**src/design/speech_cmd_map.svh**
```systemverilog
// Offsets, field positions, opcodes and timing figures of the command decoder
`ifndef SPEECH_CMD_MAP_SVH
`define SPEECH_CMD_MAP_SVH

// ------------------------------------------------------------
// Register byte offsets
// ------------------------------------------------------------
`define REG_STATUS      8'h00
`define REG_PARAM       8'h04
`define REG_CTRL        8'h08
`define REG_WAVE_BASE   8'h0C

// ------------------------------------------------------------
// Control register fields
// ------------------------------------------------------------
`define CTRL_METHOD_RST 2'h0
`define CTRL_END_BIT    8

// ------------------------------------------------------------
// Opcodes (upper nibble of the first byte)
// ------------------------------------------------------------
`define OP_POWER_UP_FAST   4'h0
`define OP_POWER_UP_SOFT   4'h1
`define OP_POWER_DOWN_FAST 4'h2
`define OP_POWER_DOWN_SOFT 4'h3
`define OP_PLAY            4'h4
`define OP_STOP            4'h6
`define OP_SILENCE_INSERT  4'h7
`define OP_REPEAT_SET      4'h8
`define OP_REPEAT_CLEAR    4'h9
`define OP_LOUDNESS_SET    4'hA

// ------------------------------------------------------------
// Bank count codes and memory layout
// ------------------------------------------------------------
`define BANKS_ONE       2'h0
`define BANKS_TWO       2'h1
`define BANKS_FOUR      2'h2
`define BANKS_BAD       2'h3
`define CTRL_AREA_END   20'h007FF
`define WAVE_AREA_BASE  20'h00808

// ------------------------------------------------------------
// Timing: times in microseconds, clock in MHz; analog output levels
// ------------------------------------------------------------
`define CLK_MHZ         10
`define T_STAB_FAST_US  2000
`define T_STAB_SOFT_US  66000
`define T_FALL_FAST_US  6
`define T_FALL_SOFT_US  64000
`define T_ACK_US        6
`define ANALOG_WAVE_OUT_IDLE       12'h800
`define ANALOG_WAVE_OUT_GROUND     12'h000

`endif

```
**src/design/speech_cmd_pkg.sv**
```systemverilog
// Types shared by the serial command decoder
`default_nettype none
package speech_cmd_pkg;
	// Power state, Gray coded along down -> stab -> wait -> fall -> down
	typedef enum logic [1:0] {
		PS_DOWN = 2'b00,
		PS_STAB = 2'b01,
		PS_WAIT = 2'b11,
		PS_FALL = 2'b10
	} pwr_state_e;
	// What the next byte means
	typedef enum logic [1:0] {
		FOL_NONE    = 2'b00,
		FOL_PHRASE  = 2'b01,
		FOL_SILENCE = 2'b11
	} follow_e;
	// Waveform decoding methods
	typedef enum logic [1:0] {
		DEC_ADPCM4  = 2'b00,
		DEC_NLPCM8  = 2'b01,
		DEC_PCM8    = 2'b10,
		DEC_PCM16   = 2'b11
	} decode_method_e;
	// Serial link pins from the host
	typedef struct packed {
		logic cs_n;
		logic sck;
		logic serial_cmd_in;
		logic edge_polarity_select;
	} serial_pins_s;
	// Memory bank pins
	typedef struct packed {
		logic bank_pin_hi;
		logic bank_pin_lo;
	} bank_pins_s;
endpackage
`default_nettype wire

```
**src/design/speech_serial_command_decoder.sv**
```systemverilog
// Serial command input, decoder and power sequencing with an APB register port
`timescale 1ns/1ns
`default_nettype none
`include "speech_cmd_map.svh"

// Operation
// - Serial bits taken only while select low
// - Command executes on eighth selected edge
// - Polarity low: sample on rising edge
// - Polarity high: sample on falling edge
// - Select high resets edge count; back-to-back ok
// - Bytes of eight bits; two-byte play, silence
// - Nibble 0: fast power-up, latch bank count
// - Nibble 1: soft power-up, latch bank count
// - Nibble 2: fast power-down from wait
// - Nibble 3: soft power-down from wait
// - Nibble 4: next byte is phrase number
// - Nibble 6: stop, clears repeat mode
// - Nibble 7: next byte is silence length
// - Nibble 8: repeat set, only while playing
// - Nibble 9: repeat clear
// - Nibble A: latch four-bit loudness
// - Power down halts all activity
// - Reset, power down: outputs high, ground
// - Control area to 7FF, waves at 808
// - Four waveform decoding methods
// - Power down ignores all but power-up
// - Bank count: one, two, four, prohibited
// - Commands ignored during stabilisation
// - Both outputs high the cycle after power down
module speech_serial_command_decoder #(
	parameter int STAB_FAST_CYC = `T_STAB_FAST_US * `CLK_MHZ,
	parameter int STAB_SOFT_CYC = `T_STAB_SOFT_US * `CLK_MHZ,
	parameter int FALL_SOFT_CYC = `T_FALL_SOFT_US * `CLK_MHZ,
	parameter int TIMER_W       = 20
) (
	// Clock and reset
	input  wire logic                        pclk,
	input  wire logic                        presetn,
	// APB slave
	input  wire logic                        psel,
	input  wire logic                        penable,
	input  wire logic                        pwrite,
	input  wire logic [7:0]                  paddr,
	input  wire logic [31:0]                 pwdata,
	output logic      [31:0]                 prdata,
	output logic                             pready,
	output logic                             pslverr,
	// Serial link and bank pins
	input  wire speech_cmd_pkg::serial_pins_s link_in,
	input  wire speech_cmd_pkg::bank_pins_s   bank_in,
	// Device outputs
	output logic                             command_accept_n,
	output logic                             busy_n,
	output logic      [11:0]                 analog_wave_out,
	output logic      [1:0]                  bank_select
);
	import speech_cmd_pkg::*;

	// Short timing counts that need no parameter
	localparam int FALL_FAST_CYC = `T_FALL_FAST_US * `CLK_MHZ;
	localparam int ACK_CYC       = `T_ACK_US * `CLK_MHZ;

	// ------------------------------------------------------------
	// Declarations
	// ------------------------------------------------------------
	logic [5:0]           sync1_r;      // First synchroniser stage
	logic [5:0]           sync2_r;      // Second synchroniser stage
	logic                 sck_prev_r;   // Delayed clean serial clock
	logic [2:0]           bit_cnt_r;    // Edges taken in this byte
	logic [6:0]           shift_r;      // Bits gathered so far
	logic                 byte_valid_r; // One-cycle byte strobe
	logic [7:0]           byte_r;       // Completed byte
	pwr_state_e           state_r;      // Power state
	logic [TIMER_W-1:0]   timer_r;      // Stabilise or fall timer
	follow_e              follow_r;     // Pending parameter byte
	logic                 playing_r;    // Phrase or silence active
	logic                 repeat_r;     // Repeat playback mode
	logic [1:0]           bank_cnt_r;   // Latched bank count
	logic [7:0]           phrase_r;     // Phrase number
	logic [7:0]           silence_r;    // Silence length
	logic [3:0]           loudness_r;   // Loudness level
	logic [$clog2(ACK_CYC+1)-1:0] ack_r; // Command accept low time
	decode_method_e       method_r;     // Decoding method
	logic                 end_evt_r;    // Software end-of-phrase pulse

	// Clean pin views
	logic cs_n_s, sck_s, din_s, pol_s, edge_hit, cmd_take;
	logic [3:0] op;
	assign cs_n_s   = sync2_r[5];
	assign sck_s    = sync2_r[4];
	assign din_s    = sync2_r[3];
	assign pol_s    = sync2_r[2];
	// Selected edge of the serial clock
	assign edge_hit = pol_s ? (sck_prev_r & ~sck_s)
	                        : (~sck_prev_r & sck_s);
	assign op       = byte_r[7:4];
	// Opcode byte seen in command wait
	assign cmd_take = byte_valid_r && state_r == PS_WAIT && follow_r == FOL_NONE;

	// ------------------------------------------------------------
	// Pin synchronisers
	// ------------------------------------------------------------
	// Two stages for every pin from outside
	always_ff @(posedge pclk or negedge presetn) begin
		if (!presetn) begin
			sync1_r    <= 6'h3C;
			sync2_r    <= 6'h3C;
			sck_prev_r <= 1'b1;
		end else begin
			sync1_r    <= {link_in, bank_in};
			sync2_r    <= sync1_r;
			sck_prev_r <= sync2_r[4];
		end
	end

	// ------------------------------------------------------------
	// Serial shifter
	// ------------------------------------------------------------
	// Gathers bits MSB first, strobes the byte on the eighth edge
	always_ff @(posedge pclk or negedge presetn) begin
		if (!presetn) begin
			bit_cnt_r    <= 3'h0;
			shift_r      <= 7'h00;
			byte_valid_r <= 1'b0;
			byte_r       <= 8'h00;
		end else begin
			byte_valid_r <= 1'b0;
			if (cs_n_s) begin
				// Deselect returns the edge count to its start
				bit_cnt_r <= 3'h0;
			end else if (edge_hit) begin
				shift_r   <= {shift_r[5:0], din_s};
				bit_cnt_r <= bit_cnt_r + 3'h1;
				if (bit_cnt_r == 3'h7) begin
					// Eighth edge completes the byte
					byte_valid_r <= 1'b1;
					byte_r       <= {shift_r, din_s};
				end
			end
		end
	end

	// ------------------------------------------------------------
	// Power state machine
	// ------------------------------------------------------------
	// Power up, stabilisation, wait, power down sequencing
	always_ff @(posedge pclk or negedge presetn) begin
		if (!presetn) begin
			state_r <= PS_DOWN;
			timer_r <= '0;
		end else begin
			unique case (state_r)
				PS_DOWN: begin
					// Only power-up bytes wake the device
					if (byte_valid_r && op == `OP_POWER_UP_FAST) begin
						state_r <= PS_STAB;
						timer_r <= TIMER_W'(STAB_FAST_CYC - 1);
					end else if (byte_valid_r && op == `OP_POWER_UP_SOFT) begin
						state_r <= PS_STAB;
						timer_r <= TIMER_W'(STAB_SOFT_CYC - 1);
					end
				end
				PS_STAB: begin
					// All bytes ignored until stable
					if (timer_r == '0) begin
						state_r <= PS_WAIT;
					end else begin
						timer_r <= timer_r - TIMER_W'(1);
					end
				end
				PS_WAIT: begin
					if (cmd_take && op == `OP_POWER_DOWN_FAST) begin
						state_r <= PS_FALL;
						timer_r <= TIMER_W'(FALL_FAST_CYC - 1);
					end else if (cmd_take && op == `OP_POWER_DOWN_SOFT) begin
						state_r <= PS_FALL;
						timer_r <= TIMER_W'(FALL_SOFT_CYC - 1);
					end
				end
				PS_FALL: begin
					// Outputs return high the cycle after the move to power down
					if (timer_r == '0) begin
						state_r <= PS_DOWN;
					end else begin
						timer_r <= timer_r - TIMER_W'(1);
					end
				end
			endcase
		end
	end

	// ------------------------------------------------------------
	// Command fields
	// ------------------------------------------------------------
	// Bank count from the power-up byte
	always_ff @(posedge pclk or negedge presetn) begin
		if (!presetn) begin
			bank_cnt_r <= `BANKS_ONE;
		end else if (byte_valid_r && state_r == PS_DOWN && op[3:1] == 3'h0 &&
		             byte_r[1:0] != `BANKS_BAD) begin
			// Prohibited count keeps the old setting
			bank_cnt_r <= byte_r[1:0];
		end
	end

	// Two-byte tracking and parameter capture
	always_ff @(posedge pclk or negedge presetn) begin
		if (!presetn) begin
			follow_r  <= FOL_NONE;
			phrase_r  <= 8'h00;
			silence_r <= 8'h00;
		end else if (state_r != PS_WAIT) begin
			follow_r <= FOL_NONE;
		end else if (byte_valid_r && follow_r == FOL_PHRASE) begin
			phrase_r <= byte_r;
			follow_r <= FOL_NONE;
		end else if (byte_valid_r && follow_r == FOL_SILENCE) begin
			silence_r <= byte_r;
			follow_r  <= FOL_NONE;
		end else if (cmd_take && op == `OP_PLAY) begin
			follow_r <= FOL_PHRASE;
		end else if (cmd_take && op == `OP_SILENCE_INSERT) begin
			follow_r <= FOL_SILENCE;
		end
	end

	// Playback and repeat flags; a start beats a same-cycle end
	always_ff @(posedge pclk or negedge presetn) begin
		if (!presetn) begin
			playing_r <= 1'b0;
			repeat_r  <= 1'b0;
		end else if (state_r != PS_WAIT) begin
			playing_r <= 1'b0;
			repeat_r  <= 1'b0;
		end else if (byte_valid_r && follow_r != FOL_NONE) begin
			playing_r <= 1'b1;
		end else if (cmd_take && op == `OP_STOP) begin
			playing_r <= 1'b0;
			repeat_r  <= 1'b0;
		end else if (cmd_take && op == `OP_REPEAT_SET) begin
			repeat_r <= playing_r;
		end else if (cmd_take && op == `OP_REPEAT_CLEAR) begin
			repeat_r <= 1'b0;
		end else if (end_evt_r && !repeat_r) begin
			// Phrase end without repeat finishes playback
			playing_r <= 1'b0;
		end
	end

	// Loudness from the low nibble of its byte
	always_ff @(posedge pclk or negedge presetn) begin
		if (!presetn) begin
			loudness_r <= 4'h0;
		end else if (cmd_take && op == `OP_LOUDNESS_SET) begin
			loudness_r <= byte_r[3:0];
		end
	end

	// Command accept low time after each parameter byte or opcode byte up to nibble A in wait
	always_ff @(posedge pclk or negedge presetn) begin
		if (!presetn) begin
			ack_r <= '0;
		end else if (byte_valid_r && state_r == PS_WAIT &&
		             (follow_r != FOL_NONE || op <= `OP_LOUDNESS_SET)) begin
			ack_r <= ($clog2(ACK_CYC+1))'(ACK_CYC);
		end else if (ack_r != '0) begin
			ack_r <= ack_r - ($clog2(ACK_CYC+1))'(1);
		end
	end

	// ------------------------------------------------------------
	// Device outputs
	// ------------------------------------------------------------
	// Registered pins; high and ground while down
	always_ff @(posedge pclk or negedge presetn) begin
		if (!presetn) begin
			command_accept_n <= 1'b1;
			busy_n           <= 1'b1;
			analog_wave_out  <= `ANALOG_WAVE_OUT_GROUND;
			bank_select      <= 2'h0;
		end else begin
			command_accept_n <= !(state_r == PS_STAB || state_r == PS_FALL || ack_r != '0);
			busy_n           <= !(state_r == PS_STAB || state_r == PS_FALL || playing_r);
			analog_wave_out  <= (state_r == PS_WAIT) ? `ANALOG_WAVE_OUT_IDLE : `ANALOG_WAVE_OUT_GROUND;
			// Bank from pins by latched count
			unique case (bank_cnt_r)
				`BANKS_TWO:  bank_select <= {1'b0, sync2_r[0]};
				`BANKS_FOUR: bank_select <= sync2_r[1:0];
				default:     bank_select <= 2'h0;
			endcase
		end
	end

	// ------------------------------------------------------------
	// APB slave
	// ------------------------------------------------------------
	// Control register and end-of-phrase pulse
	always_ff @(posedge pclk or negedge presetn) begin
		if (!presetn) begin
			method_r  <= decode_method_e'(`CTRL_METHOD_RST);
			end_evt_r <= 1'b0;
		end else begin
			end_evt_r <= 1'b0;
			if (psel && penable && pwrite && paddr == `REG_CTRL) begin
				method_r  <= decode_method_e'(pwdata[1:0]);
				end_evt_r <= pwdata[`CTRL_END_BIT];
			end
		end
	end

	// Read data captured in setup, zero wait states
	always_ff @(posedge pclk or negedge presetn) begin
		if (!presetn) begin
			prdata  <= 32'h0000_0000;
			pready  <= 1'b0;
			pslverr <= 1'b0;
		end else begin
			pready <= 1'b1;
			if (psel && !penable) begin
				pslverr <= 1'b0;
				unique case (paddr)
					`REG_STATUS:    prdata <= {19'h0, bank_select, bank_cnt_r,
					                          loudness_r, follow_r != FOL_NONE,
					                          repeat_r, playing_r, state_r};
					`REG_PARAM:     prdata <= {12'h000, loudness_r, silence_r, phrase_r};
					`REG_CTRL:      prdata <= {30'h0, method_r};
					`REG_WAVE_BASE: prdata <= {12'h000, `WAVE_AREA_BASE};
					default: begin
						prdata  <= 32'h0000_0000;
						pslverr <= 1'b1;
					end
				endcase
			end
		end
	end
endmodule
`default_nettype wire

```
**config.mk**
```make
export PLATFORM = sky130hd
export DESIGN_NAME = speech_serial_command_decoder
export DESIGN_NICKNAME = d
export VERILOG_FILES = /design/src/design/speech_cmd_pkg.sv /design/src/design/speech_serial_command_decoder.sv
export VERILOG_INCLUDE_DIRS = /design/src /design/src/design
export SDC_FILE = /design/constraint.sdc
export NUM_CORES = 1
export LEC_CHECK = 0
export ABC_AREA = 1
export ABC_CLOCK_PERIOD_IN_PS = 1700
export BUFFER_PORTS_ARGS = -buffer_cell sky130_fd_sc_hd__buf_2
export CAP_MARGIN = 10
export CORE_MARGIN = 2
export CORE_UTILIZATION = 50
export DETAILED_ROUTE_END_ITERATION = 10
export MAX_ROUTING_LAYER = met4
export PLACE_DENSITY_LB_ADDON = 0.12
export SLEW_MARGIN = 25
export SYNTH_ARGS = -nofsm -noshare
export SYNTH_HDL_FRONTEND = slang
export SYNTH_SLANG_ARGS = --single-unit
```
**constraint.sdc**
```tcl
create_clock -name pclk -period 1.7 [get_ports pclk]
set_input_delay 0.17 -clock pclk [delete_from_list [all_inputs] [get_ports pclk]]
set_output_delay 0.17 -clock pclk [all_outputs]
set_load 0.03 [all_outputs]
```
# Word-level counts from Yosys, hierarchy flattened
# Index checks and enable logic that the tools add are counted.
dict set report classes {
  n_addsub 3
  magnitude_cmp 1
  eq_ne 30
  muxes 42
  n_bitwise 7
  reduce_logical 55
}
# op n
set op_table {}
lappend op_table {{20-bit two-way mux} 5}
lappend op_table {{20-bit one-hot mux with 4 select lines} 1}
lappend op_table {{20-bit one-hot mux with 3 select lines} 1}
lappend op_table {{1-bit logical AND} 24}
lappend op_table {{2-bit two-way mux} 11}
lappend op_table {{20-bit logical NOT} 1}
lappend op_table {{20-bit by 1-bit subtractor with 20-bit output, second input constant} 1}
lappend op_table {{1-bit two-way mux} 17}
lappend op_table {{8-bit by 4-bit equality test with 1-bit output, second input constant} 2}
lappend op_table {{4-bit by 3-bit equality test with 1-bit output, second input constant} 3}
lappend op_table {{4-bit equality test, second input constant} 3}
lappend op_table {{12-bit two-way mux} 1}
lappend op_table {{6-bit two-way mux} 2}
lappend op_table {{2-bit != test, second input constant} 6}
lappend op_table {{3-bit AND reduction} 4}
lappend op_table {{2-bit equality test, second input constant} 4}
lappend op_table {{4-bit by 2-bit equality test with 1-bit output, second input constant} 2}
lappend op_table {{8-bit by 3-bit equality test with 1-bit output, second input constant} 1}
lappend op_table {{8-bit logical NOT} 1}
lappend op_table {{4-bit != test, second input constant} 2}
lappend op_table {{2-bit one-hot mux with 4 select lines} 1}
lappend op_table {{4-bit nonzero test} 2}
lappend op_table {{2-bit by 1-bit equality test with 1-bit output, second input constant} 3}
lappend op_table {{3-bit two-way mux} 2}
lappend op_table {{other kinds (21)} 38}
dict set report word_totals {
  reg_bits 139
  out_inout_bits 50
  wordCells 164
}

# Longest topological paths before layout
# Gate-level depths: netlist of run 1.
dict set report logic_depth {
  depth_word 9
  depth_mapped 11
  ltp_nobuf 10
}

# Worst setup path before layout of run 1
# No wires, ideal clock.
dict set report synth_timing {
  kind {reg2reg}
  from {register state_r[0]}
  to {register timer_r[3]}
  t_arrival_ps 1652
  required_time_ps 1580
  path_slack_ps -73
  stages_incl_launch_ff 10
  path_buffers 1
  synth_period_minus_slack_ps 1773
  path_cell_list {dfrtp_1 ha_1 nand2_2 nor2_4 nand2_2 a21oi_2 nand2_2 buf_6 o21ai_1 nand2_1}
}
dict set report synth_between {
  elab_chain_len 6
}
# element line
set synth_lines {}
lappend synth_lines {{from (decl)} speech_serial_command_decoder.sv:74} ;# pwr_state_e state_r;
lappend synth_lines {{from (signal assigned)} speech_serial_command_decoder.sv:150} ;# state_r <= PS_DOWN;
lappend synth_lines {{from (signal assigned)} speech_serial_command_decoder.sv:157} ;# state_r <= PS_STAB;
lappend synth_lines {{from (signal assigned)} speech_serial_command_decoder.sv:160} ;# state_r <= PS_STAB;
lappend synth_lines {{2-bit equality test} {speech_serial_command_decoder.sv:99, speech_serial_command_decoder.sv:153}}
lappend synth_lines {{1-bit logical AND (2 in series)} speech_serial_command_decoder.sv:99} ;# assign cmd_take = byte_valid_r && state_r == PS_WAIT && follow_r == FOL_NONE;
lappend synth_lines {{1-bit logical AND (no source line)} n/a}
lappend synth_lines {{3-bit != test (no source line) / 20-bit two-way mux (equally long branches)} n/a}
lappend synth_lines {{3-bit AND reduction (no source line) / 20-bit one-hot mux with 3 select lines (equally long branches)} n/a}
lappend synth_lines {{to (signal assigned)} speech_serial_command_decoder.sv:158} ;# timer_r <= TIMER_W'(STAB_FAST_CYC - 1);
lappend synth_lines {{to (signal assigned)} speech_serial_command_decoder.sv:161} ;# timer_r <= TIMER_W'(STAB_SOFT_CYC - 1);
lappend synth_lines {{to (signal assigned)} speech_serial_command_decoder.sv:169} ;# timer_r <= timer_r - TIMER_W'(1);
lappend synth_lines {{to (decl)} speech_serial_command_decoder.sv:75} ;# logic [TIMER_W-1:0] timer_r;
# Parallel ways exist; a longest one is shown, timed or not.
# A chain may end at the register's enable or synchronous reset.

# Worst setup path after layout of run 1
dict set report layout_timing {
  from {register state_r[1]}
  to {register timer_r[14]}
}
# Same word-level chain as after synthesis.

==> results.tsv, run 1 <==
stage	metric	value	unit
yosys	Synth cell types	37	
final_layout	layout net count	867	
timing	final setup vio count	0	
floorplanning	Initial Util	0.515	
place	Post-DP HPWL	8880	µm
yosys	Avg Inst Size Synth	8.24	µm²
final_layout	Finished Cell Area	7080	µm²
final_layout	layout cells sized above 1	0.226	
timing	Hold Vio Cnt, Final	0	
place	number of port buffers	48	
hold_path	Hold Crit Start	pwdata[1]	
cts	CTS tree	yes	
final_layout	commonest non-fill, non-tap cell in the layout	nand2_1	
setup_path	CP max FO	7	
cts	Root Driver	clkbuf_16	
detailed_routing	DRT iter0 DRCs	288	
setup_path	crit-path max cell delay	390	ps
setup_path	R2R Setup Slk	10	ps
floorplanning	die width	110	µm
setup_path	family with the most delay on the worst path	simple AND/OR/NAND/NOR gates	
timing	Final min period	1690	ps
setup_path	CP cell instances	ha_2 > nand2_2 > nor2_4 > nand2_2 > a21oi_4 > nand2_4 > buf_4 > buf_8 > nor2_4 > nand2_1 > nand2_1	
setup_path	CP endpoint kind	register	
grt	vias in the first global route	4640	
hold_path	hold crit path type	input pin to register	
setup_path	Worst Path Required	2040	ps
hold_path	Hold Path Sink	method_r[1]	
place	Placed Area	6320	µm²
timing	RSZ-0062 raised after global routing	true	
setup_path	WP buf/inv	2	
cts	clock sinks	116	
cts	CTS buffer count	17	
setup_path	CP startpoint kind	register	
final_layout	number of antenna diodes	0	
floorplanning	die area	12100	µm²
setup_path	Reg2Reg Depth	11	
timing	Slew HR	0.596	
detailed_routing	Post-Route WL	12600	µm
yosys	synthesized instance count	684	
detailed_routing	via/cell ratio	5.00	
power_and_ir_drop	PD cells	1460	nW/µm²
grt	largest net degree at the start of global routing	117	
yosys	Seq cells post-synth	116	
detailed_routing	# DRC	0	
timing	crit share post-route	0.992	
cts	CTS max path bufs	2	
timing	pins over their slew limit	0	
flow_run	number of max-cap violations	0	
detailed_routing	Pre-antenna DRT Iters	4	
timing	Tightest Pin Transition	605	ps
cts	# H-tree levels	4	
detailed_routing	DRT antenna net count	0	
floorplanning	row count	38	
setup_path	Critical-path top delay cell	dfrtp_1	
grt	GR Overflow Total	0	
setup_path	RR Startpoint	state_r[1]	
timing	fmax	0.593	GHz
floorplanning	Die Span Y	110	µm
floorplanning	I/O Pins	101	
setup_path	R2R Path End	timer_r[14]	
cts	worst skew pair latency	400	ps
setup_path	Worst Setup SP	state_r[1]	
grt	first-pass GRT wire length	21100	µm
hold_path	Hold Path Stages	2	
yosys	Syn Std Cell Area	5640	µm²
detailed_routing	WL/cell	13.2	µm
place	global placement routability congestion	0.838	
grt	initial antenna violation count	0	
detailed_routing	vias post-DR	4786	
timing	final hold slack	14.4	ps
grt	GRT Total Usage	0.232	
setup_path	Setup CP Type	register to register	
timing	Worst Skew	6.94	ps
power_and_ir_drop	worst ir drop on vdd	1.07	mV
cts	Reg clk slew, reported paths	60	ps
yosys	sequential area share after synthesis	0.518	
power_and_ir_drop	leakage	3.60	nW
yosys	Syn. warnings	0	
setup_path	Arr. time, crit path	2030	ps
status	status	finished clean	
floorplanning	core area	10900	µm²
final_layout	most frequent cells in the layout	nand2_1 (179), dfrtp_1 (105), inv_1 (71)	
final_layout	Area growth syn-to-layout	25.6	%
Yosys cell counts:
| master | instances | area share |
|---|---|---|
| nand3b_1 | 1 | 0.0013 |
| a21oi_2 | 1 | 0.0016 |
| buf_4 | 23 | 0.031 |
| nor2_2 | 1 | 0.0011 |
| o21ai_1 | 9 | 0.0080 |
| dfstp_2 | 11 | 0.051 |
| o21ai_0 | 70 | 0.062 |
| a21o_1 | 9 | 0.012 |
| buf_2 | 3 | 0.0027 |
| clkbuf_1 | 10 | 0.0067 |
| nor3_1 | 6 | 0.0053 |
| nand2_1 | 183 | 0.12 |
| buf_6 | 3 | 0.0060 |
| o2111ai_1 | 1 | 0.0016 |
| o22ai_1 | 1 | 0.0011 |
| o211ai_1 | 5 | 0.0067 |
| a21boi_0 | 2 | 0.0027 |
| conb_1 | 2 | 0.0013 |
| clkinv_2 | 1 | 0.00089 |
| mux2_2 | 2 | 0.0040 |
| o21a_1 | 1 | 0.0013 |
| a31oi_1 | 4 | 0.0044 |
| nor2_4 | 2 | 0.0040 |
| nand4_1 | 10 | 0.011 |
| ha_1 | 12 | 0.027 |
| nor3_2 | 2 | 0.0036 |
| nor2_1 | 59 | 0.039 |
| dfrtp_1 | 105 | 0.47 |
| nand3_1 | 47 | 0.042 |
| or3_1 | 1 | 0.0011 |
| clkinv_1 | 1 | 0.00067 |
| and3_1 | 1 | 0.0011 |
| inv_1 | 73 | 0.049 |
| o31ai_1 | 1 | 0.0013 |
| nand2_2 | 3 | 0.0033 |
| a21oi_1 | 17 | 0.015 |
| o21ai_2 | 1 | 0.0016 |
cell type report:
| class | instances | area [µm²] |
|---|---|---|
| multi-input cells | 476 | 2320 |
| well taps | 140 | 175 |
| fillers | 932 | 3850 |
| clock buffers | 19 | 453 |
| repair buffers | 118 | 830 |
| inverters | 75 | 283 |
| flip-flops and latches | 116 | 2920 |
| clock inverters | 13 | 101 |
metal layers:
metal / vias to the layer above / GRT usage / wire length [µm]
li1: 2412 / - / -
met1: 2259 / 0.275 / 5660
met2: 105 / 0.392 / 6420
met3: 10 / 0.0535 / 418
met4: 0 / 0.0741 / 127
met5: - / - / 0
logic make-up after synthesis:
kind of cell / after synthesis / synth area share
multiplexers: 2 / 0.00400
flip-flops: 116 / 0.518
adder cells (fa/ha/maj): 12 / 0.0266
buffers and inverters: 114 / 0.0961
AO/OA/AOI/OAI: 122 / 0.119
other: 2 / 0.00133
AND/OR/NAND/NOR: 316 / 0.235
metrics by stage:
step	setup TNS, ps	util	total power, W	instances	worst slack (ps)
6_report	0	0.647	0.0103	957	13.4
5_1_grt	-1440	0.647	0.0110	957	-133
4_1_cts	0	0.637	0.0101	951	3.43
3_5_place_dp	-91.8	0.578	0.00672	911	-30.8
3_3_place_gp	0	0.578	0.00661	911	23.7
2_1_floorplan	0	-	0.00552	706	0.406
power breakdown:
group          leakage, nW  internal [W]  switching [W]
combinational         1.83       0.00149        0.00218
sequential            1.52       0.00315       0.000236
clock                0.251       0.00195        0.00130
total                 3.60       0.00659        0.00372
what timing repair did:
action,4_1_cts,5_1_grt
endpoints found under the setup margin,8,36
pin swaps,0,11
hold buffers,7,0
setup buffers,1,6
endpoints found under the hold margin,111,0
resized for setup,2,27
worst max-delay path by stage:
stage | to | slack [ps] | cells past startpoint
finish | timer_r[14] | 10 | 11
floorplan | timer_r[3] | 0.4 | 9
global placement | timer_r[5] | 20 | 10
global route | timer_r[8] | -130 | 10
CTS | timer_r[5] | 3 | 10
detailed placement | timer_r[16] | -30 | 10
sequential cells by signal, indices dropped and copies added, names as in the netlist, 3 cells and up:
name and count:
phrase_r 8, silence_r 8, timer_r 20, ack_r 6
sync2_r 6, prdata 20, loudness_r 4, sync1_r 6
shift_r 7, bit_cnt_r 3, byte_r 8
Note: power is estimated with default switching activity, not from simulation.
==> inputs of run 2 (changes only) <==
--- a/config.mk
+++ b/config.mk
@@ -10,11 +10,14 @@
 export ABC_CLOCK_PERIOD_IN_PS = 1700
 export BUFFER_PORTS_ARGS = -buffer_cell sky130_fd_sc_hd__buf_2
 export CAP_MARGIN = 10
+export CELL_PAD_IN_SITES_DETAIL_PLACEMENT = 1
+export CELL_PAD_IN_SITES_GLOBAL_PLACEMENT = 1
 export CORE_MARGIN = 2
-export CORE_UTILIZATION = 50
+export CORE_UTILIZATION = 37
 export DETAILED_ROUTE_END_ITERATION = 10
 export MAX_ROUTING_LAYER = met4
 export PLACE_DENSITY_LB_ADDON = 0.12
+export REMOVE_ABC_BUFFERS = 1
 export SLEW_MARGIN = 25
 export SYNTH_ARGS = -nofsm -noshare
 export SYNTH_HDL_FRONTEND = slang
==> run 2 against run 1 <==
Count of clock-buffer cells in the layout is 2 higher. Non-clock buffer count is 26 higher. Combinational power is 16% higher. Maximum frequency is 2.2% higher. Cell area is 5.9% higher. Flip-flop and latch count stayed put. Die area is 34% higher.
==> results.tsv, run 2 (synthesis results as in run 1) <==
stage	metric	value	unit
timing	RSZ-0062 raised after global routing	true	
setup_path	Arr. time, crit path	1960	ps
place	Placed Area	6580	µm²
timing	Final min period	1650	ps
power_and_ir_drop	Seq pwr share	0.298	
final_layout	Top Registers	prdata x20, timer_r x20	
grt	GR Overflow Total	0	
grt	vias in the first global route	5416	
final_layout	number of antenna diodes	0	
cts	Root Driver	clkbuf_16	
power_and_ir_drop	Clock Power Share	0.328	
timing	setup slack after layout	49.7	ps
timing	crit share post-route	0.971	
power_and_ir_drop	leakage	3.81	nW
grt	GRT Total Usage	0.213	
setup_path	Worst Path Required	2010	ps
cts	CTS buffer count	17	
setup_path	Setup CP Type	register to register	
cts	# H-tree levels	4	
floorplanning	die area	16200	µm²
timing	Worst Skew	11.1	ps
detailed_routing	WL/cell	15.6	µm
timing	Hold Vio Cnt, Final	0	
setup_path	RR Startpoint	state_r[0]	
cts	clock sinks	116	
detailed_routing	# DRC	0	
detailed_routing	DRT iter0 DRCs	185	
place	global placement routability congestion	0.821	
place	number of port buffers	48	
timing	final setup vio count	0	
setup_path	CP endpoint kind	register	
place	placed cells	983	
power_and_ir_drop	sw power	0.00400	W
timing	pins over their slew limit	0	
hold_path	Hold Crit Start	paddr[0]	
detailed_routing	Pre-antenna DRT Iters	4	
setup_path	Worst Setup SP	state_r[0]	
power_and_ir_drop	switch share	0.350	
grt	largest net degree at the start of global routing	41	
floorplanning	core area	15000	µm²
detailed_routing	via/cell ratio	4.84	
final_layout	Finished Cell Area	7500	µm²
floorplanning	Initial Util	0.375	
detailed_routing	DRT antenna net count	0	
floorplanning	I/O Pins	101	
grt	initial antenna violation count	0	
floorplanning	Die Span Y	127	µm
setup_path	CP max FO	5	
cts	Reg clk slew, reported paths	50	ps
final_layout	layout net count	893	
place	Post-Place Worst Slack	-26.9	ps
power_and_ir_drop	logic gate share of total power	0.374	
cts	worst skew pair latency	430	ps
power_and_ir_drop	worst ir drop on vdd	0.831	mV
final_layout	commonest non-fill, non-tap cell in the layout	nand2_1	
hold_path	hold crit path type	input pin to register	
detailed_routing	Post-Route WL	16100	µm
status	status	finished clean	
final_layout	most frequent cells in the layout	nand2_1 (177), dfrtp_1 (103), buf_4 (78)	
place	Post-DP HPWL	11300	µm
flow_run	number of max-cap violations	0	
cts	CTS max path bufs	2	
setup_path	CP startpoint kind	register	
power_and_ir_drop	P_int	0.00742	W
power_and_ir_drop	PD cells	1520	nW/µm²
final_layout	Non-Filler Instances	1031	
floorplanning	die width	127	µm
grt	first-pass GRT wire length	26200	µm
detailed_routing	vias post-DR	4993	
floorplanning	row count	45	
cts	CTS tree	yes	
final_layout	layout cells sized above 1	0.265	
final_layout	Area growth syn-to-layout	33.1	%
power_and_ir_drop	total power draw	0.0114	W
timing	fmax	0.606	GHz
-- run 2: cell count changes in the layout (fill, tap and decap cells not counted), sizes merged --
cell         delta
buf            +21
clkinvlp        -6
bufinv          +4
clkbuf          +4
dlygate4sd3     +3
clkinv          +2
inv             -2
-- run 2: worst paths after layout --
kind / endpoint / slack, ps / cells past startpoint
worst min register to register: sync2_r[5] / 360 / 0
min in group asynchronous: timer_r[10] / 240 / 2
worst max register to register: timer_r[2] / 50 / 8
worst min-delay path: pslverr / 70 / 3
max in group asynchronous: sync2_r[4] / 770 / 3
worst max-delay path: timer_r[2] / 50 / 8
-- run 2: layout make-up --
| class | instances | area (µm²) |
|---|---|---|
| inverter | 75 | 284 |
| clock inverter | 11 | 158 |
| timing repair buffer | 144 | 1060 |
| clock buffer | 21 | 450 |
| fill | 1801 | 7530 |
| tap | 188 | 235 |
| sequential | 116 | 2920 |
| multi-input combinational | 476 | 2390 |
-- run 2: power groups by stage --
stage | Clock [W] | Combinational (W) | Sequential, W
after floorplan | 0 | 0.00191 | 0.00344
after global placement | 0 | 0.00359 | 0.00338
after detailed placement | 0 | 0.00377 | 0.00340
after CTS | 0.00383 | 0.00391 | 0.00337
after global routing | 0.00394 | 0.00476 | 0.00344
final | 0.00375 | 0.00427 | 0.00340
-- run 2: metrics by stage --
| stage | hold WS, ps | utilization | TNS, ps |
|---|---|---|---|
| finish | 69.3 | 0.499 | 0 |
| global placement | 146 | 0.437 | 0 |
| global route | 87.3 | 0.499 | -158 |
| floorplan | -126 | - | -1870 |
| CTS | 59.3 | 0.487 | -4.17 |
| detailed placement | 154 | 0.437 | -111 |
-- run 2: metal layers --
layer | share of wire | wire length [µm] | track usage
met1 | 0.43 | 6900 | 0.239
met2 | 0.52 | 8410 | 0.373
met3 | 0.032 | 521 | 0.0486
met4 | 0.014 | 223 | 0.0737
met5 | 0 | 0 | -
-- run 2: what timing repair did --
item	4_1_cts	5_1_grt
hold endpoints to repair	31	0
setup buffers	1	3
cloned	0	2
hold buffers	10	0
pin swaps	1	10
setup endpoints to repair	18	35
gates resized for setup	11	45
-- run 2: worst max-delay path: stages, from the launching register on --
cell and delay, ps:
dfrtp_2 430, inv_1 90, ha_2 290, nand4_1 170, nand2_4 110, buf_8 150, buf_4 140, nand2_1 80
nand2_1 70
==> inputs of run 3 (changes only) <==
--- a/config.mk
+++ b/config.mk
@@ -18,6 +18,7 @@
 export MAX_ROUTING_LAYER = met4
 export PLACE_DENSITY_LB_ADDON = 0.12
 export REMOVE_ABC_BUFFERS = 1
+export SETUP_SLACK_MARGIN = 0.1
 export SLEW_MARGIN = 25
 export SYNTH_ARGS = -nofsm -noshare
 export SYNTH_HDL_FRONTEND = slang
==> run 3 against run 2 <==
Final cell count up 1.3%. Combinational power rose by 21%. Flip-flop and latch count unchanged. Die area unchanged. Count of clock-buffer cells in the layout unchanged. Clock power barely moved. Sequential power barely moved. Critical path depth up 2. Via count rose by 2.4%. Cell area rose by 5.6%. Sequential share of layout area is 2.1 points lower. Maximum frequency shrank 1.7%. Largest power group unchanged.
==> results.tsv, run 3 (synthesis results as in run 1) <==
stage	metric	value	unit
place	number of port buffers	48	
place	Post-DP HPWL	11300	µm
timing	fmax	0.596	GHz
floorplanning	die width	127	µm
floorplanning	die area	16200	µm²
timing	final hold slack	70.5	ps
timing	Hold Vio Cnt, Final	0	
floorplanning	Initial Util	0.375	
cts	clock sinks	116	
final_layout	final core utilization	0.527	
cts	worst skew pair latency	430	ps
setup_path	Worst Path Required	2050	ps
cts	CTS max path bufs	2	
setup_path	Setup CP Type	register to register	
setup_path	Critical-path top delay cell	dfrtp_2	
setup_path	Reg2Reg Depth	10	
detailed_routing	Pre-antenna DRT Iters	4	
status	status	finished clean	
detailed_routing	WL/cell	16.2	µm
cts	# H-tree levels	4	
timing	Final min period	1680	ps
grt	GRT Total Usage	0.220	
setup_path	R2R Path End	timer_r[16]	
power_and_ir_drop	leakage	3.96	nW
hold_path	Hold Path Sink	pslverr	
detailed_routing	# DRC	0	
floorplanning	I/O Pins	101	
final_layout	commonest non-fill, non-tap cell in the layout	nand2_1	
cts	CTS tree	yes	
timing	setup slack after layout	21.0	ps
final_layout	layout net count	906	
detailed_routing	DRT iter0 DRCs	182	
power_and_ir_drop	PD cells	1560	nW/µm²
timing	pins over their slew limit	0	
final_layout	number of antenna diodes	0	
floorplanning	core area	15000	µm²
grt	largest net degree at the start of global routing	41	
setup_path	R2R Setup Slk	20	ps
hold_path	hold crit path type	input pin to register	
power_and_ir_drop	worst ir drop on vdd	0.914	mV
setup_path	CP cell instances	ha_4 > nand2_4 > nor2_4 > nand2_2 > a21oi_4 > nand2_4 > buf_8 > nor2_4 > nand2_1 > o21ai_1	
flow_run	number of max-cap violations	0	
final_layout	most frequent cells in the layout	nand2_1 (162), dfrtp_1 (102), buf_4 (82)	
setup_path	CP max FO	6	
grt	vias in the first global route	5550	
timing	final setup vio count	0	
cts	CTS buffer count	17	
cts	Root Driver	clkbuf_16	
setup_path	CP startpoint kind	register	
detailed_routing	DRT antenna net count	0	
place	Post-Place Worst Slack	-26.9	ps
place	global placement routability congestion	0.821	
grt	first-pass GRT wire length	27100	µm
detailed_routing	vias post-DR	5115	
cts	Reg clk slew, reported paths	50	ps
grt	GR Overflow Total	0	
setup_path	crit-path max cell delay	410	ps
floorplanning	row count	45	
detailed_routing	via/cell ratio	4.90	
final_layout	Top Registers	prdata x20, timer_r x20	
setup_path	RR Startpoint	state_r[1]	
final_layout	layout cells sized above 1	0.328	
power_and_ir_drop	total power draw	0.0123	W
setup_path	CP endpoint kind	register	
timing	crit share post-route	0.988	
hold_path	Hold Crit Start	paddr[0]	
setup_path	Arr. time, crit path	2030	ps
timing	RSZ-0062 raised after global routing	true	
hold_path	Hold Path Stages	3	
floorplanning	Die Span Y	127	µm
timing	Worst Skew	8.00	ps
final_layout	Area growth syn-to-layout	40.6	%
detailed_routing	Post-Route WL	16900	µm
grt	initial antenna violation count	0	
-- run 3: cell types whose count changed in the layout (fill, tap and decap cells not counted), moves of 4 or more --
cell	change
o21ai_1	+5
nor2_1	-11
o21ai_0	-10
nor2_4	+7
buf_4	+4
nand2_4	+5
nor2_2	+4
buf_6	+7
nand2_2	+10
nand3_1	-5
nand2_1	-15
o21ai_2	+4
-- run 3: worst max path at each step --
| stage | startpoint | endpoint | slack, ps | cells past startpoint |
|---|---|---|---|---|
| CTS | state_r[1] | timer_r[16] | -10 | 10 |
| floorplan | state_r[0] | timer_r[18] | -140 | 7 |
| detailed placement | sync2_r[4] | shift_r[3] | -30 | 6 |
| finish | state_r[1] | timer_r[16] | 20 | 10 |
| global placement | state_r[0] | timer_r[1] | 60 | 8 |
| global route | follow_r[0] | timer_r[8] | -70 | 10 |
-- run 3: worst max-delay path, delay by kind of cell (launching register included) --
kind	cells	cell delay (ps)
AND/OR/NAND/NOR	6	600
AO/OA/AOI/OAI	2	270
adder cells (fa/ha/maj)	1	160
flip-flops	1	410
buffers and inverters	1	160
-- run 3: stage by stage --
| step | cells | TNS [ps] | instance area (µm²) |
|---|---|---|---|
| after global placement | 983 | 0 | 6580 |
| after CTS | 1036 | -29.0 | 7560 |
| after floorplan | 667 | -1870 | 5460 |
| after global routing | 1044 | -629 | 7920 |
| final | 1044 | 0 | 7920 |
| after detailed placement | 983 | -111 | 6580 |
-- run 3: per-layer routing --
| layer | part of all wire | wire (µm) | vias to the layer above | track usage |
|---|---|---|---|---|
| met3 | 0.033 | 563 | 41 | 0.0511 |
| met5 | 0 | 0 | - | - |
| met2 | 0.53 | 8940 | 98 | 0.383 |
| li1 | - | - | 2496 | - |
| met4 | 0.025 | 423 | 0 | 0.0853 |
| met1 | 0.41 | 7020 | 2480 | 0.246 |
-- run 3: power by group --
group          internal, W  total, W  switching, W
registers          0.00315   0.00341      0.000259
clock network      0.00247   0.00376       0.00128
logic              0.00225   0.00516       0.00290
-- run 3: what timing repair did --
item                                    in CTS  in global routing
hold buffers                                10                  0
gates resized for setup                     52                 91
pin swaps                                   11                 36
endpoints found under the setup margin      36                 51
cloned                                       2                  4
endpoints found under the hold margin       31                  0
buffers inserted                             9                  7
-- run 3: layout make-up --
class                      count  area, µm²
tap                          188        235
inverter                      75        293
timing repair buffer         157       1240
clock buffer                  21        450
fill                        1769       7110
clock inverter                11        158
multi-input combinational    476       2630
sequential                   116       2920
